### config.mk
export PLATFORM = sky130hd
export DESIGN_NAME = crrb_top
export DESIGN_NICKNAME = d
export VERILOG_FILES = /design/src/hdl/crrb_pkg.sv /design/src/hdl/crrb_top.sv
export VERILOG_INCLUDE_DIRS = /design/src /design/src/hdl
export SDC_FILE = /design/constraint.sdc
export NUM_CORES = 1
export LEC_CHECK = 0
export BUFFER_PORTS_ARGS = -buffer_cell sky130_fd_sc_hd__clkbuf_2
export CAP_MARGIN = 5
export CORE_MARGIN = 1.5
export CORE_UTILIZATION = 34
export DETAILED_ROUTE_END_ITERATION = 10
export HOLD_SLACK_MARGIN = 0.02
export SYNTH_ARGS = -nofsm -noshare
export SYNTH_HDL_FRONTEND = slang
export SYNTH_SLANG_ARGS = --single-unit
### constraint.sdc
create_clock -name core_clk -period 2.6 [get_ports core_clk]
set_input_delay 0.65 -clock core_clk [delete_from_list [all_inputs] [get_ports core_clk]]
set_output_delay 0.65 -clock core_clk [all_outputs]
set_load 0.03 [all_outputs]
### src/hdl/crrb_defines.svh
// Register map, field positions, reset values and timing counts of the CEC control block
`ifndef CRRB_DEFINES_SVH
`define CRRB_DEFINES_SVH

// ----------------------------------------------------------------
// Register byte offsets
// ----------------------------------------------------------------
`define CRRB_OFF_UNIT_ENABLE   8'h00
`define CRRB_OFF_SOFT_RESET    8'h08
`define CRRB_OFF_RX_ENABLE     8'h0C
`define CRRB_OFF_RX_BUFFER     8'h10
`define CRRB_OFF_RX_SETUP_ONE  8'h14
`define CRRB_OFF_RX_SETUP_TWO  8'h18
`define CRRB_OFF_RX_SETUP_THR  8'h1C
`define CRRB_OFF_IRQ_STATUS    8'h34
`define CRRB_OFF_IRQ_MASK      8'h38

// ----------------------------------------------------------------
// Field positions and widths
// ----------------------------------------------------------------
`define CRRB_BIT_SOFT_RESET    0
`define CRRB_BIT_RX_ENABLE     0
`define CRRB_BIT_UNIT_RUN      0
`define CRRB_BIT_UNIT_IDLE     1
`define CRRB_UNIT_EN_W         2
`define CRRB_BIT_IRQ_RX_BYTE   0
`define CRRB_IRQ_W             1
`define CRRB_RX_WORD_W         10

// ----------------------------------------------------------------
// Reset values
// ----------------------------------------------------------------
`define CRRB_RST_UNIT_ENABLE   2'h0
`define CRRB_RST_RX_ENABLE     1'h0
`define CRRB_RST_RX_BUFFER     10'h000
`define CRRB_RST_RX_SETUP      32'h0000_0000
`define CRRB_RST_IRQ           1'h0

// ----------------------------------------------------------------
// Timing counts
// ----------------------------------------------------------------
`define CRRB_RX_SYNC_STAGES    2

`endif

### src/hdl/crrb_pkg.sv
// Types shared by the CEC control block and its bench
package crrb_pkg;

    // One received byte with its trailing flags, laid out as in the buffer register
    typedef struct packed {
        logic       received_ack_flag;
        logic       received_end_of_message_flag;
        logic [7:0] received_byte;
    } crrb_rx_word_t;

    // Bus handshake phase of the register slave
    typedef enum logic {
        CRRB_BUS_IDLE,
        CRRB_BUS_ACK
    } crrb_bus_state_t;

endpackage

### src/hdl/crrb_top.sv
// CEC soft reset, receive enable and receive buffer control block
//
// Contract
// [RQ1] Writing 1 to soft reset bit 0 halts everything; writing 0 does nothing. Here the write of 1 is ignored while unit enable bit 0 is clear.
// [RQ2] Soft reset stops reception at once and drops any received data.
// [RQ3] Soft reset stops transmission at once and releases the bus line.
// [RQ4] Soft reset clears every register except the unit enable register.
// [RQ5] Writing receive enable 1 arms the receiver; writing 0 disables reception.
// [RQ6] Receive enable reads back the real receiver state, not the written value.
// [RQ7] Software programs all three receive setup registers before enabling reception.
// [RQ8] Receive enable reaches the receiver after a short synchronisation delay.
// [RQ9] Software stops transmit and receive before changing configuration.
// [RQ10] Buffer bits 7-0 hold the last received byte, bit 7 is MSB.
// [RQ11] Buffer bit 8 holds the end-of-message bit of that byte.
// [RQ12] Buffer bit 9 holds the acknowledge bit of that byte.
// [RQ13] Writes to the receive buffer are ignored and leave it unchanged.
// [RQ14] Software reads the buffer promptly after each receive interrupt.
// [RQ15] Clearing the unit enable keeps every register setting.
// [RQ16] Unused bits read zero; the soft reset bit always reads zero.
// [RQ17] Buffer fields update together when the receive interrupt is raised.
//
// The register offsets and register access over Avalon-MM were decided locally.
`timescale 1ns/1ns
`default_nettype none
`include "crrb_defines.svh"

module crrb_top #(
    parameter int ADDR_W      = 8,                      // Byte address width
    parameter int SYNC_STAGES = `CRRB_RX_SYNC_STAGES    // Receive enable sync depth
) (
    input  wire logic                   core_clk,         // 10 MHz core clock
    input  wire logic                   nrst,             // Synchronous reset, low
    input  wire logic                   ce,               // Clock enable, freezes all
    input  wire logic [ADDR_W-1:0]      avs_address,      // Byte address
    input  wire logic                   avs_read,         // Read request
    input  wire logic                   avs_write,        // Write request
    input  wire logic [31:0]            avs_writedata,    // Write data
    output logic      [31:0]            avs_readdata,     // Read data
    output logic                        avs_waitrequest,  // Stall while high
    input  wire crrb_pkg::crrb_rx_word_t rx_word,         // Byte from receive circuit
    input  wire logic                   rx_word_valid,    // Byte complete pulse
    input  wire logic                   tx_drive,         // Transmitter pulls line low
    input  wire logic                   line_i,           // Bus line level
    output logic                        line_o,           // Bus line drive value
    output logic                        line_oe,          // Bus line drive enable
    output logic                        rx_line,          // Sampled line to receiver
    output logic                        rx_arm,           // Receiver armed
    output logic                        rx_abort,         // Receiver abort pulse
    output logic                        tx_abort,         // Transmitter abort pulse
    output logic                        unit_run,         // Unit enable to the block
    output logic                        unit_idle_run,    // Keep running in idle mode
    output logic      [31:0]            rx_setup_one,     // Receive setup one
    output logic      [31:0]            rx_setup_two,     // Receive setup two
    output logic      [31:0]            rx_setup_three,   // Receive setup three
    output logic                        irq               // Receive interrupt, level
);
    import crrb_pkg::*;

    // ----------------------------------------------------------------
    // Elaboration checks
    // ----------------------------------------------------------------
    if (ADDR_W < 6 || ADDR_W > 32) begin : g_bad_addr
        $error("ADDR_W must lie between 6 and 32");
    end
    if (SYNC_STAGES < 1 || SYNC_STAGES > 8) begin : g_bad_sync
        $error("SYNC_STAGES must lie between 1 and 8");
    end

    // ----------------------------------------------------------------
    // Address decode helper
    // ----------------------------------------------------------------
    // Word aligned match; low two address bits are ignored
    function automatic logic reg_sel(input logic [ADDR_W-1:0] addr,
                                     input logic [7:0]        off);
        logic [ADDR_W-1:0] full_off;
        full_off = ADDR_W'(off);
        reg_sel  = (addr[ADDR_W-1:2] == full_off[ADDR_W-1:2]);
    endfunction

    // ----------------------------------------------------------------
    // State
    // ----------------------------------------------------------------
    crrb_bus_state_t                  bus_state_reg;
    logic [`CRRB_UNIT_EN_W-1:0]       unit_en_reg;
    logic                             rx_en_reg;
    logic [SYNC_STAGES-1:0]           rx_sync_reg;
    crrb_rx_word_t                    rx_buf_reg;
    logic [31:0]                      setup_reg [3];
    logic [`CRRB_IRQ_W-1:0]           irq_stat_reg;
    logic [`CRRB_IRQ_W-1:0]           irq_mask_reg;
    logic [`CRRB_IRQ_W-1:0]           irq_stat_next;
    logic [31:0]                      rd_mux;

    // ----------------------------------------------------------------
    // Bus handshake and address decode
    // ----------------------------------------------------------------
    // One wait state: request seen in IDLE, taken at the ACK edge
    wire bus_req    = avs_read | avs_write;
    wire bus_take   = (bus_state_reg == CRRB_BUS_ACK) & bus_req;
    wire wr_take    = bus_take & avs_write;
    wire rd_take    = bus_take & avs_read;
    wire unit_on    = unit_en_reg[`CRRB_BIT_UNIT_RUN];

    wire sel_unit   = reg_sel(avs_address, `CRRB_OFF_UNIT_ENABLE);
    wire sel_sreset = reg_sel(avs_address, `CRRB_OFF_SOFT_RESET);
    wire sel_rxen   = reg_sel(avs_address, `CRRB_OFF_RX_ENABLE);
    wire sel_rxbuf  = reg_sel(avs_address, `CRRB_OFF_RX_BUFFER);
    wire sel_su1    = reg_sel(avs_address, `CRRB_OFF_RX_SETUP_ONE);
    wire sel_su2    = reg_sel(avs_address, `CRRB_OFF_RX_SETUP_TWO);
    wire sel_su3    = reg_sel(avs_address, `CRRB_OFF_RX_SETUP_THR);
    wire sel_stat   = reg_sel(avs_address, `CRRB_OFF_IRQ_STATUS);
    wire sel_mask   = reg_sel(avs_address, `CRRB_OFF_IRQ_MASK);

    // With the unit off only the enable register accepts writes, so the rest keeps its value
    wire wr_live    = wr_take & unit_on; // RQ15

    // Self-clearing: the trigger is a strobe, nothing is stored
    wire soft_rst   = wr_live & sel_sreset & avs_writedata[`CRRB_BIT_SOFT_RESET]; // RQ1

    // Receive buffer has no write path at all
    wire wr_rxen    = wr_live & sel_rxen & ~soft_rst; // RQ5 RQ13
    wire wr_mask    = wr_live & sel_mask;
    wire [2:0] wr_setup = {wr_live & sel_su3, wr_live & sel_su2, wr_live & sel_su1};
    wire rd_stat    = rd_take & sel_stat;

    // A byte is only accepted while the receiver really runs
    wire rx_capture = rx_word_valid & rx_sync_reg[SYNC_STAGES-1] & unit_on & ~soft_rst; // RQ2

    // ----------------------------------------------------------------
    // Read data selection
    // ----------------------------------------------------------------
    // Unused bits and unmapped offsets read zero; trigger reads zero
    always_comb begin
        rd_mux = 32'h0000_0000; // RQ16
        if (sel_unit) begin
            rd_mux[`CRRB_UNIT_EN_W-1:0] = unit_en_reg;
        end else if (sel_rxen) begin
            rd_mux[`CRRB_BIT_RX_ENABLE] = rx_sync_reg[SYNC_STAGES-1]; // RQ6
        end else if (sel_rxbuf) begin
            rd_mux[`CRRB_RX_WORD_W-1:0] = rx_buf_reg; // RQ10 RQ11 RQ12
        end else if (sel_su1) begin
            rd_mux = setup_reg[0];
        end else if (sel_su2) begin
            rd_mux = setup_reg[1];
        end else if (sel_su3) begin
            rd_mux = setup_reg[2];
        end else if (sel_stat) begin
            rd_mux[`CRRB_IRQ_W-1:0] = irq_stat_reg;
        end else if (sel_mask) begin
            rd_mux[`CRRB_IRQ_W-1:0] = irq_mask_reg;
        end
    end

    // ----------------------------------------------------------------
    // Interrupt status next value
    // ----------------------------------------------------------------
    // Set beats the read clear, so a byte landing during the read is kept
    always_comb begin
        irq_stat_next = irq_stat_reg;
        if (rd_stat) begin
            irq_stat_next = '0;
        end
        if (rx_capture) begin
            irq_stat_next[`CRRB_BIT_IRQ_RX_BYTE] = 1'b1;
        end
        if (soft_rst) begin
            irq_stat_next = `CRRB_RST_IRQ; // RQ4
        end
    end

    // ----------------------------------------------------------------
    // Bus slave handshake
    // ----------------------------------------------------------------
    // Waitrequest rests high; it drops for exactly one cycle per access
    always_ff @(posedge core_clk) begin
        if (!nrst) begin
            bus_state_reg   <= CRRB_BUS_IDLE;
            avs_waitrequest <= 1'b1;
            avs_readdata    <= 32'h0000_0000;
        end else if (ce) begin
            if (bus_state_reg == CRRB_BUS_IDLE && bus_req) begin
                bus_state_reg   <= CRRB_BUS_ACK;
                avs_waitrequest <= 1'b0;
                avs_readdata    <= avs_read ? rd_mux : 32'h0000_0000;
            end else begin
                bus_state_reg   <= CRRB_BUS_IDLE;
                avs_waitrequest <= 1'b1;
            end
        end
    end

    // ----------------------------------------------------------------
    // Unit enable register
    // ----------------------------------------------------------------
    // Untouched by soft reset; only the pin reset clears it
    always_ff @(posedge core_clk) begin
        if (!nrst) begin
            unit_en_reg <= `CRRB_RST_UNIT_ENABLE;
        end else if (ce && wr_take && sel_unit) begin
            unit_en_reg <= avs_writedata[`CRRB_UNIT_EN_W-1:0]; // RQ4
        end
    end

    // ----------------------------------------------------------------
    // Receive enable and its synchroniser
    // ----------------------------------------------------------------
    always_ff @(posedge core_clk) begin
        if (!nrst || (ce && soft_rst)) begin
            rx_en_reg <= `CRRB_RST_RX_ENABLE; // RQ4
        end else if (ce && wr_rxen) begin
            rx_en_reg <= avs_writedata[`CRRB_BIT_RX_ENABLE]; // RQ5
        end
    end

    // The chain stalls with the unit off, so the receiver keeps its state
    always_ff @(posedge core_clk) begin
        if (!nrst || (ce && soft_rst)) begin
            rx_sync_reg <= '0; // RQ2
        end else if (ce && unit_on) begin
            rx_sync_reg <= SYNC_STAGES'({rx_sync_reg, rx_en_reg}); // RQ8
        end
    end

    // ----------------------------------------------------------------
    // Receive buffer
    // ----------------------------------------------------------------
    // Whole word in one edge, same edge as the status bit
    always_ff @(posedge core_clk) begin
        if (!nrst || (ce && soft_rst)) begin
            rx_buf_reg <= `CRRB_RST_RX_BUFFER; // RQ2 RQ4
        end else if (ce && rx_capture) begin
            rx_buf_reg <= rx_word; // RQ10 RQ11 RQ12 RQ17
        end
    end

    // ----------------------------------------------------------------
    // Receive setup registers
    // ----------------------------------------------------------------
    for (genvar i = 0; i < 3; i++) begin : g_setup
        always_ff @(posedge core_clk) begin
            if (!nrst || (ce && soft_rst)) begin
                setup_reg[i] <= `CRRB_RST_RX_SETUP; // RQ4
            end else if (ce && wr_setup[i]) begin
                setup_reg[i] <= avs_writedata;
            end
        end
    end

    // ----------------------------------------------------------------
    // Interrupt status, mask and output
    // ----------------------------------------------------------------
    always_ff @(posedge core_clk) begin
        if (!nrst) begin
            irq_stat_reg <= `CRRB_RST_IRQ;
            irq_mask_reg <= `CRRB_RST_IRQ;
            irq          <= 1'b0;
        end else if (ce) begin
            irq_stat_reg <= irq_stat_next;
            if (soft_rst) begin
                irq_mask_reg <= `CRRB_RST_IRQ; // RQ4
            end else if (wr_mask) begin
                irq_mask_reg <= avs_writedata[`CRRB_IRQ_W-1:0];
            end
            // Built from next values so irq rises with the buffer update
            irq <= |(irq_stat_next & (soft_rst ? `CRRB_RST_IRQ :
                     (wr_mask ? avs_writedata[`CRRB_IRQ_W-1:0] : irq_mask_reg))); // RQ17
        end
    end

    // ----------------------------------------------------------------
    // Abort strobes and line drive
    // ----------------------------------------------------------------
    // Open drain: only ever drives low, released the edge after soft reset
    always_ff @(posedge core_clk) begin
        if (!nrst) begin
            rx_abort <= 1'b0;
            tx_abort <= 1'b0;
            line_oe  <= 1'b0;
            line_o   <= 1'b0;
            rx_line  <= 1'b1;
        end else if (ce) begin
            rx_abort <= soft_rst; // RQ2
            tx_abort <= soft_rst; // RQ3
            line_oe  <= tx_drive & unit_on & ~soft_rst; // RQ3
            line_o   <= 1'b0;
            rx_line  <= line_i;
        end
    end

    // ----------------------------------------------------------------
    // Register-fed outputs
    // ----------------------------------------------------------------
    assign rx_arm         = rx_sync_reg[SYNC_STAGES-1];
    assign unit_run       = unit_en_reg[`CRRB_BIT_UNIT_RUN];
    assign unit_idle_run  = unit_en_reg[`CRRB_BIT_UNIT_IDLE];
    assign rx_setup_one   = setup_reg[0];
    assign rx_setup_two   = setup_reg[1];
    assign rx_setup_three = setup_reg[2];

endmodule

`default_nettype wire

* After elaboration in Yosys (flattened, before gate mapping)
Memories as Yosys holds them, arrays and structs flattened. Cells that the tools add are included. W data, S select, Z words.
Cells by class: equal/unequal tests 8, multiplexer cells 34, bitwise operators 25, reductions and logical operators 14
Operators by type and width (number):
- $mux W32 | 6
- $mux W31 | 2
- $mux W30 | 1
- $eq A6 B3 Y1 const B | 4
- $mux W1 | 22
- $mux W22 | 1
- $and A1 B1 Y1 | 19
- $eq A6 B2 Y1 const B | 2
- $eq A6 B4 Y1 const B | 2
- $logic_and A1 B1 Y1 | 10
- $mux W10 | 1
- $logic_not A6 Y1 | 1
- $or A1 B1 Y1 | 4
- $mux W2 | 1
- $not A1 Y1 | 2
- $reduce_and A2 Y1 | 1
- $logic_not A1 Y1 | 1
- $logic_or A1 B1 Y1 | 1
Word-level totals: bits in registers 55, memory bits (writable) 96, bits of input ports 58, output and inout port bits 138, word-level logic and storage cells 97, memories kept 1
Memory list:
- setup_reg | depth 3, width 32, read ports 3, clocked after memory_dff 0, write ports 3, RTL line crrb_top.sv:88 | logic [31:0] setup_reg [3];

* Longest topological paths before layout
depth after elaboration 11, depth in mapped cells 7, gate-level depth less buffers 4

* Least setup slack after synthesis
Ideal clock, no wire load.
kind input to register, start point input avs_address[4], end point memory setup_reg[2][0], enable pin, library setup time 0.388 ns, arrival 2.258 ns, required time 2.212 ns, setup slack -0.046 ns, stages on the path 6, path buffers 3, cell sequence buf_2 -> nor2b_1 -> and3_1 -> clkbuf_1 -> buf_2 -> a21o_1
RTL lines:
- from (decl) | RTL line crrb_top.sv:34 | input wire logic [ADDR_W-1:0] avs_address,
- to (decl) | RTL line crrb_top.sv:88

==> key figures <==
Status
  – Status: complete, no violations

Route
  – Via count: 5,028
  – DR pass1 iterations: 7
  – Antenna viol nets, final: 0
  – Initial drt markers: 504
  – # DRC: 0
  – Wire per inst: 19.0 µm
  – Total wire length: 18,600 µm
  – Via density: 5.15

Final layout
  – Final core utilization: 46.4%
  – Share of cells above drive strength 1: 35.7%
  – FILL cells: 1,676
  – Area Overhead vs Synth: 32.7%
  – Final nets: 796
  – Diodes inserted: 0
  – Max reg flops: 96

Worst setup path
  – Critical path peak fanout: 15
  – CP bufs+invs: 2
  – Reg2reg start: bus_state_reg
  – Reg-to-reg slack, setup: 0.80 ns
  – Reg2reg path depth: 5
  – R2R Path End: setup_reg[0][6]
  – CP max stage cell: nor3b_2
  – Crit-path max cell delay: 0.33 ns
  – Worst path required time: 2.70 ns
  – Worst path cell trace: clkbuf_2, nor3b_2, nand4_2, nand2_1, a21o_2, buf_4
  – Startpoint types: input port
  – Cell family with most CP delay: simple AND/OR/NAND/NOR gates
  – Kind of end point of the critical path: flip-flop
  – Setup CP Type: in -> reg
  – WP data arrival: 1.93 ns

Synth
  – Synth async-reset ratio: 0%
  – Number of synthesized register bits: 151
  – Synth Area in Adders: 0%
  – Post-synth cell types: 44
  – Ys Warns: 0
  – Main synth FF type: edfxtp_1
  – Mapped cell area: 6100 µm²
  – Post-synth EDFFs: 96
  – Xor-xnor portion of the synthesized cell area: 0%
  – Simple-gate share of the synthesized area: 17.0%
  – Largest family of logic cells by synthesized area: simple AND/OR/NAND/NOR gates
  – Post-synthesis mux area share: 2.63%
  – Syn Inst Count: 536
  – Compound-gate portion of the synthesized area: 11.4%
  – Sequential-to-total area share from yosys stat: 65.3%
  – Syn Area/Cell: 11.4 µm²
  – Syn_nets: 594

Clock tree
  – CTS tree: built
  – Clock transition at path regs: 0.06 ns
  – Root buf cell: clkbuf_16
  – Post-CTS setup repair buffer count: 0
  – Worst skew pair latency: 0.42 ns
  – Total CTS buffers: 17
  – # hold bufs at CTS: 0
  – CTS Buffer Depth: 2
  – Post-CTS Resized: 0
  – H-tree levels: 4
  – CTS sink count: 151

Timing
  – Least-Margin Pin Slew: 0.580 ns
  – Fin Setup TNS: 0 ns
  – Slew Viols, Final: 0
  – PnR worst setup slack: 0.767 ns
  – Clock skew: 0.00874 ns
  – Final hold violations: 0
  – Period Utilization, post-route: 70.5%
  – Final Hold Slack: 0.449 ns
  – Worst relative slew slack: 61.1%
  – Finish-stage setup viols: 0
  – Post-layout min period: 1.83 ns
  – RSZ-0062 raised after global routing: no
  – F_max: 546 MHz

Hold path
  – Hold/Removal Path Class: reg -> reg
  – Hold Crit Depth: 2
  – Hold Path End: avs_readdata[23]
  – Hold Startpoint: avs_readdata[23]

Floorplanning
  – Starting Density: 35.0%
  – Rows: 48
  – I/O pins: 196
  – Die ar.: 18,700 µm²
  – Die width: 137 µm
  – Vert. Die Dim: 137 µm
  – Core ar.: 17,400 µm²

Global routing
  – Initial antenna violation count: 0
  – Largest net degree at the start of global routing: 21
  – GRT Total Usage: 19.8%
  – Number of global-route vias before repair: 4,949
  – Remaining global-route overflow: 0
  – Wire length of the first global-routing pass: 27,300 µm

Place
  – HPWL Detailed: 12,800 µm
  – I/O Buffers: 192
  – Setup WS pre-CTS: 0.318 ns
  – Gp weighted congestion: 0.857

Power
  – Total power: 5.75 mW
  – PD cells: 711 nW/µm²
  – Combinational Power Share: 6.7%
  – Clock Power Share: 47.5%
  – Largest vdd supply drop: 0.000424 V
  – Internal power: 4.47 mW
  – Psw: 1.28 mW
  – Reg power frac: 45.8%
  – Sw Ratio: 22.2%
  – Leak: 3.16 nW

Job
  – Max Cap Violations: 0
[placed cells by master (no fill, tap or decap), types with 6 or more instances in the layout]
cell and instances:
a21oi_1 9, a222oi_1 30, a22oi_1 8, and3_1 6, buf_4 28, clkbuf_16 18
clkbuf_2 192, dfxtp_1 55, edfxtp_1 96, mux2i_1 16, nand2_1 70, nand3_1 9
nor2_1 109, o21ai_1 29
[how the worst max path moves through the flow]
stage | slack [ns] | cells after the start | end | from
2_1_floorplan | 0.22 | 6 | setup_reg[2][0] | avs_address[4]
3_3_place_gp | 0.33 | 6 | setup_reg[0][15] | avs_address[7]
3_5_place_dp | 0.32 | 6 | avs_readdata[7] | avs_address[5]
4_1_cts | 0.76 | 6 | setup_reg[0][6] | avs_address[4]
5_1_grt | 0.64 | 6 | setup_reg[0][6] | avs_address[5]
6_report | 0.77 | 6 | setup_reg[0][6] | avs_address[4]
[power groups by stage]
stage	combinational, mW	clock (mW)	sequential (mW)
after detailed placement	0.386	0	2.69
after global placement	0.384	0	2.68
after floorplan	0.0974	0	2.79
after CTS	0.388	2.78	2.63
after global routing	0.407	2.88	2.64
final	0.384	2.73	2.63
[worst reg2reg max path, cell delays in order (launching register included)]
cell and delay, ns:
dfxtp_1 0.43, and3_1 0.30, nand4_2 0.14, nand2_1 0.19, a21o_2 0.16, buf_4 0.26
[stage by stage]
stage	instance area [µm²]	instances
6_report	8090	976
2_1_floorplan	6100	536
3_3_place_gp	7430	944
4_1_cts	8090	976
5_1_grt	8090	976
3_5_place_dp	7430	944
[cells in the mapped netlist, drive strengths merged, types with 8 or more instances]
library cell | n | area, µm²
nor2 | 109 | 409
edfxtp | 96 | 2880
nand2 | 70 | 263
dfxtp | 55 | 1100
o21ai | 34 | 170
a222oi | 30 | 300
buf | 29 | 163
mux2i | 16 | 160
nand3 | 12 | 65.1
clkbuf | 11 | 41.3
a21oi | 10 | 50.1
a22oi | 8 | 60.1
[cells by family (layout without fill, tap and decap cells)]
logic type      after synthesis  after routing
buf+inv                      45            260
simple gates                227            227
mux                          16             16
flops                       151            151
compound gates               96             96
other cells                   1              1
[per-layer routing]
layer | GRT usage, % | share of wire (%) | up-vias
li1 | - | - | 2367
met1 | 25.0 | 42 | 2433
met2 | 33.1 | 49 | 215
met3 | 5.11 | 8.0 | 13
met4 | 6.43 | 1.1 | 0
met5 | 0 | 0 | -
[cell type report]
type / instances / area (µm²) / share of cell area [%]
Clock buffer: 21 / 462 / 5.71
Clock inverter: 11 / 195 / 2.41
Inverter: 5 / 18.8 / 0.232
Multi-Input combinational cell: 340 / 1920 / 23.7
Sequential cell: 151 / 3980 / 49.2
Tap cell: 225 / 282 / 3.48
Timing Repair Buffer: 223 / 1230 / 15.2
No activity file was read; power rests on OpenSTA's default activity.
